### src/rtl/swire_cfg.svh
// timing and framing constants for the single-wire bus master
// assumes a 10 MHz clock; all times are whole microseconds
`ifndef SWIRE_CFG_SVH
`define SWIRE_CFG_SVH

`define CLK_MHZ 10

// bounds on the line
`define RESET_LOW_MIN_US 480
`define RESET_LOW_MAX_US 960
`define RESET_HIGH_MIN_US 480
`define PRES_SAMPLE_MIN_US 60
`define PRES_SAMPLE_MAX_US 75
`define SLOT_MIN_US 61
`define RECOVERY_MIN_US 1
`define W0_LOW_MIN_US 60
`define W0_LOW_MAX_US 120
`define W1_LOW_MIN_US 1
`define W1_LOW_MAX_US 15
`define READ_LOW_MIN_US 1
`define READ_SAMPLE_MAX_US 15

// operating points inside those bounds
`define PRES_SAMPLE_US 67
`define SLOT_US 70
`define RECOVERY_US 5
`define W0_LOW_US 65
`define W1_LOW_US 6
`define READ_LOW_US 2
`define READ_SAMPLE_US 12

`define PRES_SAMPLE_CYC (`PRES_SAMPLE_US * `CLK_MHZ)
`define SLOT_CYC (`SLOT_US * `CLK_MHZ)
`define RECOVERY_CYC (`RECOVERY_US * `CLK_MHZ)
`define W0_LOW_CYC (`W0_LOW_US * `CLK_MHZ)
`define W1_LOW_CYC (`W1_LOW_US * `CLK_MHZ)
`define READ_LOW_CYC (`READ_LOW_US * `CLK_MHZ)
`define READ_SAMPLE_CYC (`READ_SAMPLE_US * `CLK_MHZ)
`define PRES_SAMPLE_MIN_CYC (`PRES_SAMPLE_MIN_US * `CLK_MHZ)
`define PRES_SAMPLE_MAX_CYC (`PRES_SAMPLE_MAX_US * `CLK_MHZ)
`define SLOT_MIN_CYC (`SLOT_MIN_US * `CLK_MHZ)
`define RECOVERY_MIN_CYC (`RECOVERY_MIN_US * `CLK_MHZ)
`define W0_LOW_MIN_CYC (`W0_LOW_MIN_US * `CLK_MHZ)
`define W0_LOW_MAX_CYC (`W0_LOW_MAX_US * `CLK_MHZ)
`define W1_LOW_MIN_CYC (`W1_LOW_MIN_US * `CLK_MHZ)
`define W1_LOW_MAX_CYC (`W1_LOW_MAX_US * `CLK_MHZ)
`define READ_LOW_MIN_CYC (`READ_LOW_MIN_US * `CLK_MHZ)
`define READ_SAMPLE_MAX_CYC (`READ_SAMPLE_MAX_US * `CLK_MHZ)

// synchroniser latency on the sampled line
`define SYNC_LAG 2
`define BYTE_SLOTS 8
`define TRIPLET_SLOTS 3
`define RESULT_DEPTH 32

`endif

### src/rtl/swire_pkg.sv
// types shared by the single-wire bus master
// assumes nothing of its surroundings
package swire_pkg;
    typedef enum logic [2:0] {
        st_idle = 3'h0,
        st_rst_low = 3'h1,
        st_rst_high = 3'h2,
        st_slot = 3'h3,
        st_recover = 3'h4,
        st_done = 3'h5
    } state_type;

    typedef enum logic [1:0] {
        op_reset = 2'h0,
        op_write = 2'h1,
        op_read = 2'h2,
        op_triplet = 2'h3
    } op_type;

    typedef enum logic [1:0] {
        kind_w0 = 2'h0,
        kind_w1 = 2'h1,
        kind_read = 2'h2
    } kind_type;
endpackage

### src/rtl/result_fifo.sv
// result buffer: flip-flop fifo with valid/ready on both sides
// assumes depth is a power of two and one clock domain
`timescale 1ns/1ns
module result_fifo #(
    parameter int unsigned width = 8,
    parameter int unsigned depth = 32
) (
    // clock and reset
    input wire logic clock,
    input wire logic srst,
    // fill side
    input wire logic in_valid,
    output logic in_ready,
    input wire logic [width-1:0] in_data,
    // drain side
    output logic out_valid,
    input wire logic out_ready,
    output logic [width-1:0] out_data
);
    localparam int unsigned addr_w = $clog2(depth);

    logic [width-1:0] mem_q [depth];
    logic [addr_w-1:0] wr_q, wr_d, rd_q, rd_d;
    logic [addr_w:0] count_q, count_d;
    logic full_q, full_d, empty_q, empty_d;
    logic push, pop;

    ////////////////////////////////////////////////////////////////////////
    always_comb begin
        push = in_valid && !full_q;
        pop = out_ready && !empty_q;
        wr_d = push ? wr_q + addr_w'(1) : wr_q;
        rd_d = pop ? rd_q + addr_w'(1) : rd_q;
        count_d = count_q;
        if (push && !pop) begin
            count_d = count_q + (addr_w+1)'(1);
        end else if (pop && !push) begin
            count_d = count_q - (addr_w+1)'(1);
        end
        full_d = count_d == (addr_w+1)'(depth);
        empty_d = count_d == '0;
    end

    always_ff @(posedge clock) begin
        if (srst) begin
            wr_q <= '0;
            rd_q <= '0;
            count_q <= '0;
            full_q <= 1'b0;
            empty_q <= 1'b1;
        end else begin
            wr_q <= wr_d;
            rd_q <= rd_d;
            count_q <= count_d;
            full_q <= full_d;
            empty_q <= empty_d;
        end
    end

    // storage needs no reset; empty_q guards every read
    always_ff @(posedge clock) begin
        if (push) begin
            mem_q[wr_q] <= in_data;
        end
    end

    assign in_ready = !full_q;
    assign out_valid = !empty_q;
    assign out_data = mem_q[rd_q];
endmodule

### src/rtl/swire_master.sv
// single-wire bus master: reset/presence, byte write, byte read, search triplet
// assumes an external pull-up on the line and a slave that keeps its own timing
`timescale 1ns/1ns
`include "swire_cfg.svh"
module swire_master #(
    parameter int unsigned reset_low_cyc = `RESET_LOW_MIN_US * `CLK_MHZ,
    parameter int unsigned reset_high_cyc = `RESET_HIGH_MIN_US * `CLK_MHZ,
    parameter int unsigned reset_low_max_cyc = `RESET_LOW_MAX_US * `CLK_MHZ
) (
    // clock and reset
    input wire logic clock,
    input wire logic srst,
    // command port
    input wire logic cmd_valid,
    output logic cmd_ready,
    input wire logic [1:0] cmd_op,
    input wire logic [7:0] cmd_data,
    // result stream
    output logic res_valid,
    input wire logic res_ready,
    output logic [7:0] res_data,
    // status
    output logic busy,
    output logic presence,
    // open-drain line
    input wire logic line_in,
    output logic line_out,
    output logic line_oe
);
    swire_pkg::state_type state_q, state_d;
    swire_pkg::op_type op_q, op_d;
    swire_pkg::kind_type kind_q, kind_d;
    logic [13:0] cnt_q, cnt_d;
    logic [3:0] slot_q, slot_d;
    logic [7:0] shift_q, shift_d;
    logic dir_q, dir_d;
    logic oe_q, oe_d;
    logic pres_q, pres_d;
    logic ready_q, ready_d;
    logic busy_q, busy_d;
    logic meta_q, sync_q;
    logic fifo_push, fifo_ready;
    logic [13:0] low_run_q, low_run_d, high_run_q, high_run_d, gap_q, gap_d;

    ////////////////////////////////////////////////////////////////////////
    function automatic logic [13:0] low_len(input swire_pkg::kind_type k);
        unique case (k)
            swire_pkg::kind_w0: low_len = 14'(`W0_LOW_CYC);
            swire_pkg::kind_w1: low_len = 14'(`W1_LOW_CYC);
            swire_pkg::kind_read: low_len = 14'(`READ_LOW_CYC);
            default: low_len = 14'(`READ_LOW_CYC);
        endcase
    endfunction

    // branch bit: follow the slaves when the two read bits differ, else the caller's choice
    function automatic logic search_dir(input logic [7:0] s, input logic d);
        search_dir = (s[0] != s[1]) ? s[0] : d;
    endfunction

    function automatic swire_pkg::kind_type kind_for(input swire_pkg::op_type op, input logic [3:0] slot,
                                                      input logic [7:0] s, input logic d);
        if (op == swire_pkg::op_write) begin
            kind_for = s[0] ? swire_pkg::kind_w1 : swire_pkg::kind_w0;
        end else if (op == swire_pkg::op_triplet && slot == 4'h2) begin
            kind_for = search_dir(s, d) ? swire_pkg::kind_w1 : swire_pkg::kind_w0;
        end else begin
            kind_for = swire_pkg::kind_read;
        end
    endfunction

    function automatic logic [13:0] sat_inc(input logic [13:0] x);
        sat_inc = (x == 14'h3fff) ? x : x + 14'h1;
    endfunction

    ////////////////////////////////////////////////////////////////////////
    always_comb begin
        state_d = state_q;
        op_d = op_q;
        kind_d = kind_q;
        cnt_d = cnt_q + 14'h1;
        slot_d = slot_q;
        shift_d = shift_q;
        dir_d = dir_q;
        oe_d = oe_q;
        pres_d = pres_q;
        fifo_push = 1'b0;
        unique case (state_q)
            swire_pkg::st_idle: begin
                cnt_d = 14'h0;
                if (cmd_valid && ready_q) begin
                    op_d = swire_pkg::op_type'(cmd_op);
                    slot_d = 4'h0;
                    dir_d = cmd_data[0];
                    oe_d = 1'b1;
                    shift_d = (op_d == swire_pkg::op_triplet) ? 8'h00 : cmd_data;
                    if (op_d == swire_pkg::op_reset) begin
                        state_d = swire_pkg::st_rst_low;
                    end else begin
                        state_d = swire_pkg::st_slot;
                        kind_d = kind_for(op_d, 4'h0, cmd_data, cmd_data[0]);
                    end
                end
            end
            swire_pkg::st_rst_low: begin
                if (cnt_q == 14'(reset_low_cyc - 1)) begin
                    state_d = swire_pkg::st_rst_high;
                    cnt_d = 14'h0;
                    oe_d = 1'b0;
                end
            end
            swire_pkg::st_rst_high: begin
                if (cnt_q == 14'(`PRES_SAMPLE_CYC)) begin
                    pres_d = !sync_q;
                end
                if (cnt_q == 14'(reset_high_cyc - 1)) begin
                    state_d = swire_pkg::st_done;
                    shift_d = {7'h00, pres_q};
                end
            end
            swire_pkg::st_slot: begin
                oe_d = (cnt_q + 14'h1) < low_len(kind_q);
                if (kind_q == swire_pkg::kind_read && cnt_q == 14'(`READ_SAMPLE_CYC)) begin
                    if (op_q == swire_pkg::op_read) begin
                        shift_d = {sync_q, shift_q[7:1]};
                    end else begin
                        shift_d[slot_q[1:0]] = sync_q;
                    end
                end
                if (cnt_q == 14'(`SLOT_CYC - 1)) begin
                    state_d = swire_pkg::st_recover;
                    cnt_d = 14'h0;
                    oe_d = 1'b0;
                    if (op_q == swire_pkg::op_write) begin
                        shift_d = {1'b0, shift_q[7:1]};
                    end
                end
            end
            swire_pkg::st_recover: begin
                if (cnt_q == 14'(`RECOVERY_CYC - 1)) begin
                    cnt_d = 14'h0;
                    if (slot_q + 4'h1 == ((op_q == swire_pkg::op_triplet) ? 4'(`TRIPLET_SLOTS)
                                                                           : 4'(`BYTE_SLOTS))) begin
                        state_d = swire_pkg::st_done;
                    end else begin
                        slot_d = slot_q + 4'h1;
                        state_d = swire_pkg::st_slot;
                        oe_d = 1'b1;
                        kind_d = kind_for(op_q, slot_d, shift_q, dir_q);
                        if (op_q == swire_pkg::op_triplet) begin
                            shift_d[2] = search_dir(shift_q, dir_q);
                        end
                    end
                end
            end
            swire_pkg::st_done: begin
                // a full buffer holds the master here, except after a write, with the line idle high
                if (op_q == swire_pkg::op_write) begin
                    state_d = swire_pkg::st_idle;
                end else begin
                    fifo_push = 1'b1;
                    if (fifo_ready) begin
                        state_d = swire_pkg::st_idle;
                    end
                end
            end
            default: begin
                state_d = swire_pkg::st_idle;
                oe_d = 1'b0;
            end
        endcase
        ready_d = state_d == swire_pkg::st_idle;
        busy_d = state_d != swire_pkg::st_idle;
    end

    always_ff @(posedge clock) begin
        if (srst) begin
            state_q <= swire_pkg::st_idle;
            op_q <= swire_pkg::op_reset;
            kind_q <= swire_pkg::kind_read;
            cnt_q <= 14'h0;
            slot_q <= 4'h0;
            shift_q <= 8'h00;
            dir_q <= 1'b0;
            oe_q <= 1'b0;
            pres_q <= 1'b0;
            ready_q <= 1'b0;
            busy_q <= 1'b0;
            meta_q <= 1'b1;
            sync_q <= 1'b1;
        end else begin
            state_q <= state_d;
            op_q <= op_d;
            kind_q <= kind_d;
            cnt_q <= cnt_d;
            slot_q <= slot_d;
            shift_q <= shift_d;
            dir_q <= dir_d;
            oe_q <= oe_d;
            pres_q <= pres_d;
            ready_q <= ready_d;
            busy_q <= busy_d;
            meta_q <= line_in;
            sync_q <= meta_q;
        end
    end

    result_fifo #(
        .width(8),
        .depth(`RESULT_DEPTH)
    ) u_results (
        .clock(clock),
        .srst(srst),
        .in_valid(fifo_push),
        .in_ready(fifo_ready),
        .in_data(shift_q),
        .out_valid(res_valid),
        .out_ready(res_ready),
        .out_data(res_data)
    );

    assign cmd_ready = ready_q;
    assign busy = busy_q;
    assign presence = pres_q;
    assign line_oe = oe_q;
    // open drain: only ever pulls low
    assign line_out = 1'b0;

    ////////////////////////////////////////////////////////////////////////
    // run-length watchers for the checks below
    always_comb begin
        low_run_d = oe_q ? sat_inc(low_run_q) : 14'h0;
        high_run_d = oe_q ? 14'h0 : sat_inc(high_run_q);
        gap_d = (oe_q && low_run_q == 14'h0) ? 14'h1 : sat_inc(gap_q);
    end

    always_ff @(posedge clock) begin
        if (srst) begin
            low_run_q <= 14'h0;
            high_run_q <= 14'h3fff;
            gap_q <= 14'h3fff;
        end else begin
            low_run_q <= low_run_d;
            high_run_q <= high_run_d;
            gap_q <= gap_d;
        end
    end
endmodule

### config.mk
export PLATFORM = sky130hd
export DESIGN_NAME = swire_master
export DESIGN_NICKNAME = d
export VERILOG_FILES = /design/src/rtl/swire_pkg.sv /design/src/rtl/result_fifo.sv /design/src/rtl/swire_master.sv
export VERILOG_INCLUDE_DIRS = /design/src /design/src/rtl
export SDC_FILE = /design/constraint.sdc
export NUM_CORES = 1
export LEC_CHECK = 0
export BUFFER_PORTS_ARGS = -buffer_cell sky130_fd_sc_hd__clkbuf_2
export CAP_MARGIN = 15
export CORE_ASPECT_RATIO = 0.8
export CORE_MARGIN = 8
export CORE_UTILIZATION = 55
export CTS_CLUSTER_SIZE = 8
export DETAILED_ROUTE_END_ITERATION = 10
export GPL_ROUTABILITY_DRIVEN = 0
export PLACE_DENSITY = 0.8
export SYNTH_ARGS = -nofsm -noshare
export SYNTH_HDL_FRONTEND = slang
export SYNTH_HIERARCHICAL = 1
export SYNTH_SLANG_ARGS = --single-unit
### constraint.sdc
create_clock -name clock -period 2.9 [get_ports clock]
set_input_delay 0.145 -clock clock [delete_from_list [all_inputs] [get_ports clock]]
set_output_delay 0.145 -clock clock [all_outputs]
set_load 0.05 [all_outputs]
==> flow_metrics.py <==
metrics = {
    "run_status": {
        "outcome": "complete, no violations",
    },
    "synthesis": {
        "synth-xor-area-share_pct": 1.52,
        "synthSimpleGateAreaFrac_pct": 12.0,
        "synth_compound_area_share_pct": 6.57,
        "synth_area_per_cell_sq_um": 13.9,
        "synthAdderAreaFrac_pct": 1.97,
        "synth_top_family_by_area": "simple AND/OR/NAND/NOR gates",
        "synth_flop_cell": "edfxtp_1",
        "netlist_instances": 997,
        "syn-num-nets": 1033,
        "synth_edf_count": 256,
        "netlist_area_sq_um": 13800,
        "ys_types": 77,
        "muxShareOfSynthArea_pct": 10.6,
        "synth-seq-area-share_pct": 64.7,
        "synth-seq-cells": 319,
        "yosysWarnings": 6,
        "synthArstFlopShare_pct": 0,
    },
    "critical_path": {
        "startpoint_type": "register",
        "r2r_cells": 6,
        "critical_path_buf_inv_count": 2,
        "reg2reg_to": "u_results/mem_q[0][3]",
        "crit_required_ps": 2760,
        "r2r_setup_slack_ps": 200,
        "critical-path-slowest-cell": "mux4_2",
        "timing.rr.start": "state_q[0]",
        "path_class": "register to output pin",
        "cp.arrival_ps": 2600,
        "cp_max_fo": 19,
        "cp_cell_sequence": "buf_4, mux4_2, mux2_2, nand2_1, nand4_1, clkbuf_2",
        "cp-end-kind": "output pin",
        "worst-path-stages": 6,
        "crit_end": "res_data[7]",
        "max_stage_delay_ps": 580,
        "cp_top_family": "multiplexers",
    },
    "global_route": {
        "grt_first_pass_wirelength_microns": 48900,
        "grt_usage_pct": 20.5,
        "antenna_found_initial": 0,
        "grt_pass1_vias": 8748,
        "grt_max_degree": 37,
        "overflow": 0,
    },
    "pwr": {
        "ir_worst_vdd_uv": 443,
        "p_leak_nw": 5.36,
        "power_density_nw_per_um2": 719,
    },
    "placement": {
        "dp_hpwl_microns": 19900,
        "pre_cts_ws_ps": 311,
        "placed_area_sq_um": 14600,
        "io_buffer_count": 27,
    },
    "clock_tree": {
        "cts_num_sinks": 319,
        "htreeDepth": 2,
        "cts_buffers": 45,
        "worstSkewPairLatency_ps": 530,
        "cts_max_path_buffers": 3,
        "cts_tree": "yes",
        "clk_pin_slew_worst_paths_ps": 50,
        "cts-root-buf": "clkbuf_16",
    },
    "worst_hold_path": {
        "hp-class": "primary input to register",
        "hold_start": "cmd_data[3]",
    },
    "drt": {
        "first_iter_violations": 1052,
        "wl_microns": 31400,
        "drt-wirelength-per-cell_microns": 21.8,
        "viasPerCell": 6.14,
        "drtAntennaViolNets": 0,
        "first_pass_iters": 5,
        "via_count": 8829,
        "drc": 0,
    },
    "cells_and_area": {
        "final_net_count": 1126,
        "final_area_sq_um": 16000,
        "fillers": 1814,
        "layout-drive-gt1-share_pct": 18.6,
        "antenna_cells": 0,
        "syn_to_final_growth_pct": 15.4,
    },
    "sta": {
        "tns_ps": 0,
        "finalHoldViolCount": 0,
        "max_freq_mhz": 365,
        "setup_viol": 0,
        "period_minus_slack_ps": 2740,
        "timing.final.crit_share_pct": 94.5,
        "clock_skew_ps": 14.5,
        "slew-limit-headroom_pct": 41.5,
        "grt_setup_unrepaired": "no",
        "setup_slack_ps": 159,
        "worstMarginPinSlew_ps": 876,
        "finalMaxSlewViolations": 0,
    },
    "die": {
        "design.portCount": 29,
        "die_area_sq_um": 30500,
        "rows": 52,
        "initial_core_util_pct": 55.3,
        "die_w_microns": 193,
        "coreArea_sq_um": 25000,
        "die_h_microns": 158,
    },
    "flow_run": {
        "cap_viol_max_count": 0,
    },
}
## cells in the mapped netlist, types with 13 or more instances
cell      instances  area (sq um)
edfxtp_1        256          7690
buf_2            24           120
a22oi_1          33           248
ha_1             21           263
nor2_1           77           289
inv_1            17          63.8
nand2_1          58           218
dfxtp_1          63          1260
mux2i_1         100          1000
clkbuf_1         17          63.8
nand3_1          40           200
nor2b_1          16           100
nand4_1          17           106
xnor2_1          13           114
mux4_2           16           360
a21oi_1          35           175
## worst min-delay path, stage by stage
cell and delay [ps]:
clkbuf_2 100, a221oi_1 80, a211oi_1 220
## final cells by class
cell class	instances	area (sq um)	share of cell area [%]
clock inverter	2	36.3	0.227
multi-input combinational	607	4530	28.4
timing repair buffer	100	734	4.60
sequential	319	8950	56.1
clock buffer	68	1230	7.73
tap	324	405	2.54
inverter	17	63.8	0.400
## metrics by stage
stage | hold WS (ps) | utilization [%] | power, mW | cells
final | 66.2 | 63.9 | 11.5 | 1437
after global routing | 105 | 63.9 | 11.8 | 1437
after CTS | 51.1 | 63.8 | 11.5 | 1436
after detailed placement | 349 | 58.3 | 6.81 | 1357
after global placement | 336 | 58.3 | 6.77 | 1357
after floorplan | 249 | - | 6.37 | 997
## power by group
part | total (mW) | switching, mW | leakage, nW | internal, mW
clock network | 4.71 | 1.82 | 0.610 | 2.90
logic | 1.50 | 0.954 | 1.81 | 0.542
registers | 5.27 | 0.131 | 2.93 | 5.14
total | 11.5 | 2.90 | 5.36 | 8.57
## layer usage
metal  vias to the layer above  track usage, %  wire, microns  part of all wire (%)
met4                         0            5.85            709                   2.3
met1                      4315            28.0          13500                    43
met3                        68            4.95           2990                   9.5
met2                       466            32.4          14100                    45
li1                       3980               -              -                     -
met5                         -               0              0                     0
## flip-flops by register name, indices dropped and copies added (netlist names), 2 cells and up, named ones only
signal             cells
cnt_q                 14
kind_q                 2
op_q                   2
shift_q                8
slot_q                 4
state_q                3
u_results/count_q      6
u_results/mem_q      256
u_results/rd_q         5
u_results/wr_q         5
## timing repair
| action | 4_1_cts | 5_1_grt |
|---|---|---|
| hold buffers | 9 | 0 |
| endpoints found under the setup margin | 6 | 4 |
| resized for setup | 2 | 1 |
| gates cloned | 0 | 0 |
| buffers inserted | 0 | 1 |
| hold endpoints to repair | 11 | 0 |
## placed cells by master (no fill, tap or decap), types with 17 or more instances in the layout
cell type,instances
a21oi_1,35
a22oi_1,32
buf_4,61
clkbuf_1,22
clkbuf_16,46
clkbuf_2,27
dfxtp_1,62
edfxtp_1,256
ha_1,21
inv_1,17
mux2i_1,100
nand2_1,58
nand3_1,40
nand4_1,17
nor2_1,76
## logic make-up after synthesis
group,Yosys count
flip-flops,319
AND/OR/NAND/NOR,304
AO/OA/AOI/OAI,131
multiplexers,125
buffers and inverters,71
XOR/XNOR,24
adder cells (fa/ha/maj),22
other,1
## worst min-delay path by stage
stage                       to  slack, ps  cells after the start
floorplan               meta_q        250                      1
global placement        meta_q        340                      2
detailed placement      meta_q        350                      2
CTS                 shift_q[3]         50                      3
global route        shift_q[3]        110                      3
finish              shift_q[3]         70                      3
Note: power is estimated with default switching activity, not from simulation.
